$ cat config.mk
export PLATFORM = sky130hd
export DESIGN_NAME = bmcr_top
export DESIGN_NICKNAME = d
export VERILOG_FILES = /design/src/rtl/bmcr_pkg.sv /design/src/rtl/bmcr_arbiter.sv /design/src/rtl/bmcr_top.sv
export VERILOG_INCLUDE_DIRS = /design/src /design/src/rtl
export SDC_FILE = /design/constraint.sdc
export NUM_CORES = 1
export LEC_CHECK = 0
export BUFFER_PORTS_ARGS = -buffer_cell sky130_fd_sc_hd__clkbuf_2
export CAP_MARGIN = 20
export CORE_AREA = 3 3 104 106
export DETAILED_ROUTE_END_ITERATION = 8
export DIE_AREA = 0 0 107 109
export PLACE_DENSITY = 0.85
export SLEW_MARGIN = 20
export SYNTH_ARGS = -nofsm -noshare
export SYNTH_HDL_FRONTEND = slang
export SYNTH_HIERARCHICAL = 1
export SYNTH_SLANG_ARGS = --single-unit
export TNS_END_PERCENT = 30
$ cat constraint.sdc
create_clock -name mclk_in -period 5 [get_ports mclk_in]
set_input_delay 0.25 -clock mclk_in [delete_from_list [all_inputs] [get_ports mclk_in]]
set_output_delay 0.25 -clock mclk_in [all_outputs]
set_load 0.1 [all_outputs]
$ cat src/rtl/bmcr_defs.svh
`ifndef BMCR_DEFS_SVH
`define BMCR_DEFS_SVH

// Register indices on the register port
`define BMCR_IDX_MISC        2'h0
`define BMCR_IDX_MISC2       2'h1
`define BMCR_IDX_ARB         2'h2

// Reset values and writable masks
`define BMCR_MISC_RST        32'h0000_0000
`define BMCR_MISC2_RST       32'h0000_0000
`define BMCR_ARB_RST         32'h0000_0000
`define BMCR_MISC_WMASK      32'h0000_3f1c
`define BMCR_MISC2_WMASK     32'h003f_1ffe
`define BMCR_ARB_WMASK       32'h0000_075f

// Field positions of misc_control
`define BMCR_F_MODE_HI       1
`define BMCR_F_MODE_LO       0
`define BMCR_F_BYTE_ORDER    2
`define BMCR_F_SOFT_RST      3
`define BMCR_F_MA_RESP       4
`define BMCR_F_PFC_HI        13
`define BMCR_F_PFC_LO        8

// Field positions of misc_control_two
`define BMCR_F_TGT_DIS       0
`define BMCR_F_PER_IMAGE     1
`define BMCR_F_HOLD_BUS      2
`define BMCR_F_RETRY_HI      5
`define BMCR_F_RETRY_LO      4
`define BMCR_F_STALL_EN      6
`define BMCR_F_TA_ERR_EN     7
`define BMCR_F_BURST_EN      8
`define BMCR_F_SINGLE        9
`define BMCR_F_DUAL_ACC      10
`define BMCR_F_NO_ORDER      11
`define BMCR_F_PW_BOOST      12
`define BMCR_F_PFC1_HI       21
`define BMCR_F_PFC1_LO       16

// Field positions of pci_arbiter_control
`define BMCR_F_EXT_PRI_HI    3
`define BMCR_F_EXT_PRI_LO    0
`define BMCR_F_OWN_PRI       4
`define BMCR_F_ARB_EN        5
`define BMCR_F_PARK_EN       6
`define BMCR_F_PARK_HI       10
`define BMCR_F_PARK_LO       8

// Arbiter size and timing counts
`define BMCR_NUM_MASTERS     5
`define BMCR_OWN_MASTER      3'h4
`define BMCR_STALL_CLKS      4'h8
`define BMCR_STALL_MAX       4'hf

`endif

$ cat src/rtl/bmcr_pkg.sv
package bmcr_pkg;

  typedef enum logic [1:0] {
    mode_basic,
    mode_alt,
    mode_burst,
    mode_spare
  } bmcr_mode_t;

  typedef struct packed {
    logic [1:0]  mode_s1;
    logic [1:0]  mode_s2;
    logic        arb_s1;
    logic        arb_s2;
    logic        dis_s1;
    logic        dis_s2;
    logic        capture_pending;
    logic [31:0] misc;
    logic [31:0] misc2;
    logic [31:0] arb;
    logic        ack;
    logic [31:0] rdata;
    logic [7:0]  retry_cnt;
    logic [3:0]  stall_cnt;
    logic        disc;
    logic        bus_err;
    logic        ma_normal;
    logic [5:0]  pf_cnt;
    logic [1:0]  big_endian;
    logic [1:0]  burst_ok;
  } bmcr_regs_t;

  typedef struct packed {
    logic [4:0] grant;
    logic [2:0] ptr;
  } bmcr_arb_t;

endpackage

$ cat src/rtl/bmcr_arbiter.sv
`include "bmcr_defs.svh"

module bmcr_arbiter (
  input  wire logic       mclk_in,
  input  wire logic       sys_rst_in,
  input  wire logic       enable_in,
  input  wire logic [4:0] req_in,
  input  wire logic [3:0] ext_prio_in,
  input  wire logic       own_prio_in,
  input  wire logic       park_en_in,
  input  wire logic [2:0] park_sel_in,
  output logic      [4:0] grant_out
);

  bmcr_pkg::bmcr_arb_t st;
  bmcr_pkg::bmcr_arb_t next_st;

  // Rotating search for the first candidate from start
  function automatic logic [2:0] bmcr_pick(input logic [4:0] cand, input logic [2:0] start);
    logic [2:0] idx;
    logic [2:0] found;
    logic       hit;
    found = 3'h0;
    hit   = 1'b0;
    idx   = start;
    for (int i = 0; i < `BMCR_NUM_MASTERS; i++)
    begin
      if (!hit && cand[idx])
      begin
        found = idx;
        hit   = 1'b1;
      end
      idx = (idx == `BMCR_OWN_MASTER) ? 3'h0 : 3'(idx + 3'h1);
    end
    return found;
  endfunction

  logic [4:0] high_req;
  logic [4:0] cand;
  logic [2:0] win;

  always_comb
  begin
    next_st  = st;
    high_req = req_in & {own_prio_in, ext_prio_in};
    cand     = (|high_req) ? high_req : req_in;
    win      = bmcr_pick(cand, st.ptr);
    if (!enable_in)
    begin
      next_st.grant = 5'h00;
    end
    else if (|(st.grant & req_in))
    begin
      next_st.grant = st.grant;
    end
    else if (|cand)
    begin
      next_st.grant = 5'(5'h01 << win);
      next_st.ptr   = (win == `BMCR_OWN_MASTER) ? 3'h0 : 3'(win + 3'h1);
    end
    else if (park_en_in)
    begin
      if (park_sel_in > `BMCR_OWN_MASTER)
        next_st.grant = 5'(5'h01 << `BMCR_OWN_MASTER);
      else
        next_st.grant = 5'(5'h01 << park_sel_in);
    end
    else
    begin
      next_st.grant = 5'h00;
    end
    if (sys_rst_in)
    begin
      next_st = '0;
    end
  end

  always_ff @(posedge mclk_in)
  begin
    st <= next_st;
  end

  assign grant_out = st.grant;

endmodule

$ cat src/rtl/bmcr_top.sv
`include "bmcr_defs.svh"

module bmcr_top (
  input  wire logic        mclk_in,
  input  wire logic        sys_rst_in,
  input  wire logic [1:0]  mode_strap_in,
  input  wire logic        arb_en_strap_in,
  input  wire logic        tgt_dis_strap_in,
  input  wire logic        reg_cs_in,
  input  wire logic        reg_we_in,
  input  wire logic [1:0]  reg_idx_in,
  input  wire logic [31:0] reg_wdata_in,
  input  wire logic [1:0]  invert_byte_order_in,
  input  wire logic [1:0]  image_burst_write_en_in,
  input  wire logic        tgt_image_in,
  input  wire logic        pci_master_abort_in,
  input  wire logic        pci_target_abort_in,
  input  wire logic        pci_retry_in,
  input  wire logic        pci_cycle_done_in,
  input  wire logic        pci_tgt_active_in,
  input  wire logic        pci_trdy_n_in,
  input  wire logic [4:0]  pci_req_in,
  output logic      [31:0] reg_rdata_out,
  output logic             reg_ack_out,
  output logic      [1:0]  bus_mode_select_out,
  output logic      [1:0]  big_endian_out,
  output logic             reset_output_pin_n_out,
  output logic             local_bus_error_out,
  output logic             ma_normal_term_out,
  output logic      [5:0]  prefetch_count_out,
  output logic             target_retry_out,
  output logic             hold_local_bus_out,
  output logic             target_disconnect_out,
  output logic      [1:0]  burst_permit_out,
  output logic             single_access_only_out,
  output logic             ordering_disable_out,
  output logic             posted_write_boost_out,
  output logic             dual_side_reg_access_out,
  output logic      [4:0]  pci_grant_out
);

  bmcr_pkg::bmcr_regs_t st;
  bmcr_pkg::bmcr_regs_t next_st;

  // Masked register update
  function automatic logic [31:0] bmcr_merge(input logic [31:0] old_val,
                                             input logic [31:0] new_val,
                                             input logic [31:0] wmask);
    return (new_val & wmask) | (old_val & ~wmask);
  endfunction

  logic       wr_en;
  logic [1:0] retry_limit;
  logic [7:0] retry_threshold;
  logic [7:0] retry_next;
  logic       retry_fail;
  logic       burst_mode;
  logic       single_only;

  always_comb
  begin
    next_st         = st;
    wr_en           = reg_cs_in & reg_we_in;
    retry_limit     = st.misc2[`BMCR_F_RETRY_HI:`BMCR_F_RETRY_LO];
    retry_threshold = {retry_limit, 6'h00};
    retry_next      = 8'h00;
    retry_fail      = 1'b0;
    burst_mode      = (bmcr_pkg::bmcr_mode_t'(st.misc[`BMCR_F_MODE_HI:`BMCR_F_MODE_LO])
                       == bmcr_pkg::mode_burst);
    single_only     = st.misc2[`BMCR_F_SINGLE] & burst_mode;
    if (sys_rst_in)
    begin
      next_st                 = '0;
      next_st.misc            = `BMCR_MISC_RST;
      next_st.misc2           = `BMCR_MISC2_RST;
      next_st.arb             = `BMCR_ARB_RST;
      next_st.capture_pending = 1'b1;
    end
    else
    begin
      // Register port
      next_st.ack = reg_cs_in;
      case (reg_idx_in)
        `BMCR_IDX_MISC:  next_st.rdata = st.misc;
        `BMCR_IDX_MISC2: next_st.rdata = st.misc2;
        `BMCR_IDX_ARB:   next_st.rdata = st.arb;
        default:         next_st.rdata = 32'h0000_0000;
      endcase
      if (wr_en)
      begin
        case (reg_idx_in)
          `BMCR_IDX_MISC:
          begin
            next_st.misc = bmcr_merge(st.misc, reg_wdata_in, `BMCR_MISC_WMASK);
          end
          `BMCR_IDX_MISC2:
          begin
            next_st.misc2 = bmcr_merge(st.misc2, reg_wdata_in, `BMCR_MISC2_WMASK);
            if (!reg_wdata_in[`BMCR_F_TGT_DIS])
              next_st.misc2[`BMCR_F_TGT_DIS] = 1'b0;
          end
          `BMCR_IDX_ARB:
          begin
            next_st.arb = bmcr_merge(st.arb, reg_wdata_in, `BMCR_ARB_WMASK);
          end
          default:
          begin
            next_st.rdata = 32'h0000_0000;
          end
        endcase
      end
      // Straps caught once, just after reset release
      if (st.capture_pending)
      begin
        next_st.capture_pending                       = 1'b0;
        next_st.misc[`BMCR_F_MODE_HI:`BMCR_F_MODE_LO] = st.mode_s2;
        next_st.arb[`BMCR_F_ARB_EN]                   = st.arb_s2;
        if (st.dis_s2)
          next_st.misc2[`BMCR_F_TGT_DIS] = 1'b1;
      end
      // Retry accounting of the current local slave cycle
      retry_next = (st.retry_cnt == 8'hff) ? st.retry_cnt : 8'(st.retry_cnt + 8'h01);
      if (pci_cycle_done_in)
      begin
        next_st.retry_cnt = 8'h00;
      end
      else if (pci_retry_in)
      begin
        if ((retry_limit != 2'h0) && (retry_next >= retry_threshold))
        begin
          retry_fail        = 1'b1;
          next_st.retry_cnt = 8'h00;
        end
        else
        begin
          next_st.retry_cnt = retry_next;
        end
      end
      // Errors towards the local processor
      next_st.bus_err = (pci_master_abort_in & st.misc[`BMCR_F_MA_RESP])
                      | (pci_target_abort_in & st.misc2[`BMCR_F_TA_ERR_EN])
                      | retry_fail;
      next_st.ma_normal = pci_master_abort_in & ~st.misc[`BMCR_F_MA_RESP];
      // Target ready stall watch
      if (pci_tgt_active_in && pci_trdy_n_in)
      begin
        if (st.stall_cnt != `BMCR_STALL_MAX)
          next_st.stall_cnt = 4'(st.stall_cnt + 4'h1);
      end
      else
      begin
        next_st.stall_cnt = 4'h0;
      end
      next_st.disc = st.misc2[`BMCR_F_STALL_EN] & pci_tgt_active_in & pci_trdy_n_in
                   & (next_st.stall_cnt > `BMCR_STALL_CLKS);
      // Prefetch count for the addressed target image
      if (st.misc2[`BMCR_F_PER_IMAGE] && tgt_image_in)
        next_st.pf_cnt = st.misc2[`BMCR_F_PFC1_HI:`BMCR_F_PFC1_LO];
      else
        next_st.pf_cnt = st.misc[`BMCR_F_PFC_HI:`BMCR_F_PFC_LO];
      // Byte order per image
      next_st.big_endian = {2{st.misc[`BMCR_F_BYTE_ORDER]}} ^ invert_byte_order_in;
      // Burst permission per image
      next_st.burst_ok = {2{st.misc2[`BMCR_F_BURST_EN] & burst_mode & ~single_only}}
                       & image_burst_write_en_in;
    end
    // Strap synchronisers run through reset
    next_st.mode_s1 = mode_strap_in;
    next_st.mode_s2 = st.mode_s1;
    next_st.arb_s1  = arb_en_strap_in;
    next_st.arb_s2  = st.arb_s1;
    next_st.dis_s1  = tgt_dis_strap_in;
    next_st.dis_s2  = st.dis_s1;
  end

  always_ff @(posedge mclk_in)
  begin
    st <= next_st;
  end

  bmcr_arbiter u_arbiter (
    .mclk_in     (mclk_in),
    .sys_rst_in  (sys_rst_in),
    .enable_in   (st.arb[`BMCR_F_ARB_EN]),
    .req_in      (pci_req_in),
    .ext_prio_in (st.arb[`BMCR_F_EXT_PRI_HI:`BMCR_F_EXT_PRI_LO]),
    .own_prio_in (st.arb[`BMCR_F_OWN_PRI]),
    .park_en_in  (st.arb[`BMCR_F_PARK_EN]),
    .park_sel_in (st.arb[`BMCR_F_PARK_HI:`BMCR_F_PARK_LO]),
    .grant_out   (pci_grant_out)
  );

  assign reg_rdata_out            = st.rdata;
  assign reg_ack_out              = st.ack;
  assign bus_mode_select_out      = st.misc[`BMCR_F_MODE_HI:`BMCR_F_MODE_LO];
  assign big_endian_out           = st.big_endian;
  assign reset_output_pin_n_out   = ~st.misc[`BMCR_F_SOFT_RST];
  assign local_bus_error_out      = st.bus_err;
  assign ma_normal_term_out       = st.ma_normal;
  assign prefetch_count_out       = st.pf_cnt;
  assign target_retry_out         = st.misc2[`BMCR_F_TGT_DIS];
  assign hold_local_bus_out       = st.misc2[`BMCR_F_HOLD_BUS];
  assign target_disconnect_out    = st.disc;
  assign burst_permit_out         = st.burst_ok;
  assign single_access_only_out   = single_only;
  assign ordering_disable_out     = st.misc2[`BMCR_F_NO_ORDER];
  assign posted_write_boost_out   = st.misc2[`BMCR_F_PW_BOOST];
  assign dual_side_reg_access_out = st.misc2[`BMCR_F_DUAL_ACC];

endmodule

# == After elaboration in Yosys (flattened, before gate mapping) ==
# Cells that the tools add are included.
# totals
reg_bits,171
out_inout_bits,60
word_cells,157
# op_classes
n_bitwise,24
n_eq_ne,10
magnitude_cmp,8
muxes,53
addsub,7
shift,2
reduce_logical,28
# ops
op,count
$mux 32,5
$mux 155,1
$mux 96,1
$pmux 32 s3,1
$mux 8,4
$or 11x32->32,1
$or 14x32->32,1
$or 22x32->32,1
$mux 3,10
$lt 3x4->1 const B,5
$mux 5,4
$mux 1,17
$add 3x1->3 const B,5
$bmux 1 s3,5
$eq 3x3->1 const B,5
$reduce_or 5->1,3
$mux 4,3
$and 1x1->1,10
$and 5x5->5,2
$reduce_and 2->1,5
$shl 1x3->5 const A,2
$add 8x1->8 const B,1
$eq 8x8->1 const B,1
$ge 8x8->1,1
19 further kinds,38

# == Longest topological paths before layout ==
# logic_depth
ltp_word,20
mapped_depth,22

# == By module ==
# The synthesis kept the hierarchy.
# modules_own_cells
module,area_each_um2,instances,cells_per_inst
bmcr_top,3930.0,1,449
bmcr_arbiter,1535.2,1,199

# == Worst setup path after synthesis ==
# Ideal clock, no wire load.
# synth_path
kind,register to register
from,reg u_arbiter/st[0] (netlist name)
to,reg u_arbiter/st[2] (netlist name)
required_time_ns,4.930
path_buffers,2
t_arrival_ns,4.349
path_stages_with_launch,21
setup_ns,0.070
slack_ns,0.581
cell_sequence,dfxtp_1 clkbuf_8 inv_1 ha_1 inv_1 ha_1 o21ai_0 a22o_2 inv_1 ha_1 clkbuf_2 a221oi_1 mux4_1 mux2i_1 mux2i_1 o21a_1 ha_1 ha_1 nor2_1 o31ai_1 a21oi_1
# synth_via
elab_chain_len,17
elab_cells_between_ends,42
cone_classes,5 x add/sub; 5 x eq/ne; 24 x mux; 8 x reduce/logical
# synth_lines
element,line,source
"start, declared",bmcr_arbiter.sv:15,bmcr_pkg::bmcr_arb_t st;
"start signal, assigned",bmcr_arbiter.sv:80,st <= next_st;
branches (longest 14 deep; another with $add 3x1->3),-,
$mux 3 *,bmcr_arbiter.sv:28,if (!hit && cand[idx])
$add 3x1->3 / $eq 3x3->1 (equally long branches),-,
$mux 3 *,bmcr_arbiter.sv:59,next_st.ptr = (win == `BMCR_OWN_MASTER) ? 3'h0 : 3'(win + 3'h1);
# Every way passes the cells marked *. The select of a mux whose other input is x is not followed.
# A chain may end at the register's enable or synchronous reset.

# == Worst setup path in the final report ==
# Ends and elaborated chain as after synthesis.

==> key figures <==
Clock tree
  – CTS tree: done
  – Max Root-Sink Buffers: 2
  – Total CTS buffers: 9
  – Reg clk slew, reported paths: 100 ps
  – Post-CTS setup buffer count: 0
  – CTS root buffer: clkbuf_8
  – Clk_lat worst skew: 360 ps
  – H-tree depth: 3
  – Clk sinks: 104

Power
  – Power Density: 476 mW/mm^2
  – VDD IR max: 0.237 mV
  – Leak: 2.44 nW
  – Net Sw Frac: 42.1%
  – P_int: 1.64 mW
  – Combinational share of power: 49.9%
  – Share of total power in sequential cells: 31.3%
  – Clk pwr share: 18.8%
  – Switching pwr: 1.19 mW

Drt
  – Initial DRC Count: 382
  – Vias per cell: 5.76
  – First-pass detailed-route iteration total: 5
  – Detailed-route DRC error count: 0
  – Drt wl/cell: 15.8 microns
  – Vias post-DR: 4821
  – Post-DRT Antenna Nets: 0
  – Final wirelength: 13200 microns

Floorplanning
  – FP Rows: 36
  – Die height: 109 microns
  – Initial Utilization: 55.4%
  – I/O pins: 118
  – Die width: 107 microns
  – Core Area: 0.00986 sq mm
  – Die Footprint: 0.0117 sq mm

Logic synthesis
  – Adder-cell share of the synthesized area: 3.66%
  – Flops & latches, synth: 104
  – Synth Instances: 648
  – Main flop type after synthesis: dfxtp_1
  – Simple-gate portion of the synthesized area: 23.7%
  – Ys async rst share: 0%
  – XOR/XNOR Fraction of Synth Area: 0.641%
  – Cell taking the most area after synthesis: dfxtp_1
  – Main combinational cell family by area after synthesis: simple AND/OR/NAND/NOR gates
  – Yosys top cell area share: 38.1%
  – Ranking of synthesized cells by area: dfxtp_1, nand2_1, buf_4
  – Syn. warnings: 6
  – Synth Net Count: 722
  – Sequential-to-total area share from yosys stat: 38.1%
  – EDFF count, synth: 0
  – Post-synth cell types: 90
  – Syn Std Cell Area: 0.00547 sq mm
  – Mux share of post-synthesis cell area: 4.40%
  – Synth Area in Compound Gates: 19.2%
  – Post-Syn Area per Cell: 8.43 sq um

Final layout
  – Layout Area Growth over Synthesis: 8.93%
  – Final core utilization: 60.4%
  – Layout fillers: 857
  – Footprint of the multi-input gates: 0.00283 sq mm
  – Layout Nets: 773
  – Most common cell after layout, fill and taps aside: nand2_1
  – Share of cells above drive strength 1: 23.2%
  – Flip-flop and latch area: 0.00208 sq mm
  – Commonest non-fill, non-tap cells in the layout: nand2_1, clkbuf_2, dfxtp_1
  – Antenna cells: 0

Placed design
  – Port bufs: 105
  – Dpl hpwl: 9740 microns
  – Gpl congestion: 0.993
  – Pre-CTS setup slack: 438 ps

Setup path
  – Cell family with most CP delay: compound AO/OA/AOI/OAI gates
  – Reg2reg start: u_arbiter/st[0]
  – Worst setup SP type: flip-flop
  – Crit-path max FO: 7
  – CP endpoint kind: flip-flop
  – Worst EP arrival: 4840 ps
  – Reg2reg setup slack: 440 ps
  – Worst endpoint required time: 5280 ps
  – CP Class: reg -> reg
  – Worst path bufs/invs: 3
  – Crit-path max cell delay: 640 ps
  – Most used cell, CP: ha_1
  – Crit path from: u_arbiter/st[0]
  – Crit-path cells: inv_1 > ha_1 > inv_1 > ha_1 > o21ai_0 > a22o_2 > inv_1 > ha_1 > or4_1 > a2111o_1 > o311ai_2 > o21ai_0 > a2bb2oi_1 > ha_1 > ha_1 > nor2_1 > o31ai_1 > a21oi_1
  – Worst path slowest cell: or4_1

STA
  – WHS: 84.3 ps
  – Final setup margin: 441 ps
  – Least-Margin Pin Slew: 887 ps
  – Unrepaired setup endpoints after global routing: no
  – Achievable Freq: 219 MHz
  – Final hold violations: 0
  – Setup_tns: 0 ps
  – Slew Limit Fails: 0
  – Fin crit share: 91.2%
  – Clock Skew: 12.0 ps
  – Final setup vio count: 0
  – Minimum clock period: 4560 ps
  – Slew HR: 40.9%

Global route
  – Initial antenna violation count: 0
  – Largest net degree at the start of global routing: 76
  – All-layer global routing usage: 22.7%
  – First-pass GRT wire length: 21400 microns
  – GRT overflow: 0
  – Number of global-route vias before repair: 4454

Min path
  – Hold Startpoint: image_burst_write_en_in[1]
  – Hold WC Path Type: in -> reg

Run
  – Max Cap Viol: 0

Outcome
  – Status: complete, no violations
==> cells in the mapped netlist (4+ instances only) <==
cell	n
a21oi_1	64
a222oi_1	4
a22oi_1	5
a311oi_1	4
a31oi_1	10
and2_1	4
and3_1	11
buf_1	4
buf_2	7
buf_4	49
clkbuf_1	10
dfxtp_1	104
ha_1	16
inv_1	14
mux2i_1	18
nand2_1	106
nand3_1	24
nand3b_1	5
nand4_1	4
nor2_1	50
nor2b_1	6
nor3_1	8
nor3b_1	8
o21ai_0	11
xnor2_1	4
==> per-stage QoR <==
step	power, mW	instances	area, sq um
after floorplan	2.01	648	5470
after global placement	2.24	817	5700
after detailed placement	2.27	817	5700
after CTS	2.81	837	5950
after global routing	3.02	837	5950
final	2.84	837	5950
==> state kept, by name (all words and copies together) (netlist names), 2 cells and up <==
| name | flops |
|---|---|
| st | 48 |
| reg_rdata_out | 21 |
| prefetch_count_out | 6 |
| u_arbiter/grant_out | 5 |
| next_st | 4 |
| u_arbiter/st | 3 |
| big_endian_out | 2 |
| burst_permit_out | 2 |
| bus_mode_select_out | 2 |
| retry_limit | 2 |
==> power groups by stage <==
stage                     Combinational (mW)  Clock (mW)  Sequential [mW]
final                                   1.42       0.533            0.887
after global routing                    1.54       0.585            0.891
after CTS                               1.38       0.545            0.886
after detailed placement                1.37           0            0.905
after global placement                  1.34           0            0.903
after floorplan                         1.09           0            0.919
==> layer usage <==
metal / part of all wire, % / routed length, microns / up-vias / global-route usage [%]
li1: - / - / 2358 / -
met1: 44 / 5820 / 2222 / 29.8
met2: 46 / 6130 / 223 / 37.3
met3: 7.8 / 1040 / 18 / 4.97
met4: 1.6 / 210 / 0 / 7.58
met5: 0 / 0 / - / 0
==> cell families (layout without fill, tap and decap cells) <==
kind of cell,after synthesis,count (layout)
compound gates,150,150
xor+xnor,4,4
fa+ha+maj,16,16
buf+inv,90,146
flops,104,104
mux,22,22
other cells,1,1
simple gates,261,261
==> final cells by class <==
class	count	share of cell area (%)
Inverter	14	0.883
Multi-Input combinational cell	454	47.5
Clock inverter	6	1.28
Sequential cell	104	35.0
Clock buffer	10	2.14
Timing Repair Buffer	116	10.4
Tap cell	133	2.80
==> final timing paths <==
check             depth (start not counted)                   to
hold reg to reg                           0              st[159]
setup reg to reg                         18      u_arbiter/st[2]
setup / recovery                         18      u_arbiter/st[2]
hold / removal                            2  burst_permit_out[1]
==> repair_timing <==
| action | CTS | global route |
|---|---|---|
| endpoints found under the setup margin | 0 | 1 |
| resized for setup | 0 | 1 |
| hold buffers | 4 | 0 |
| endpoints found under the hold margin | 4 | 0 |
Note: power is estimated with default switching activity, not from simulation.
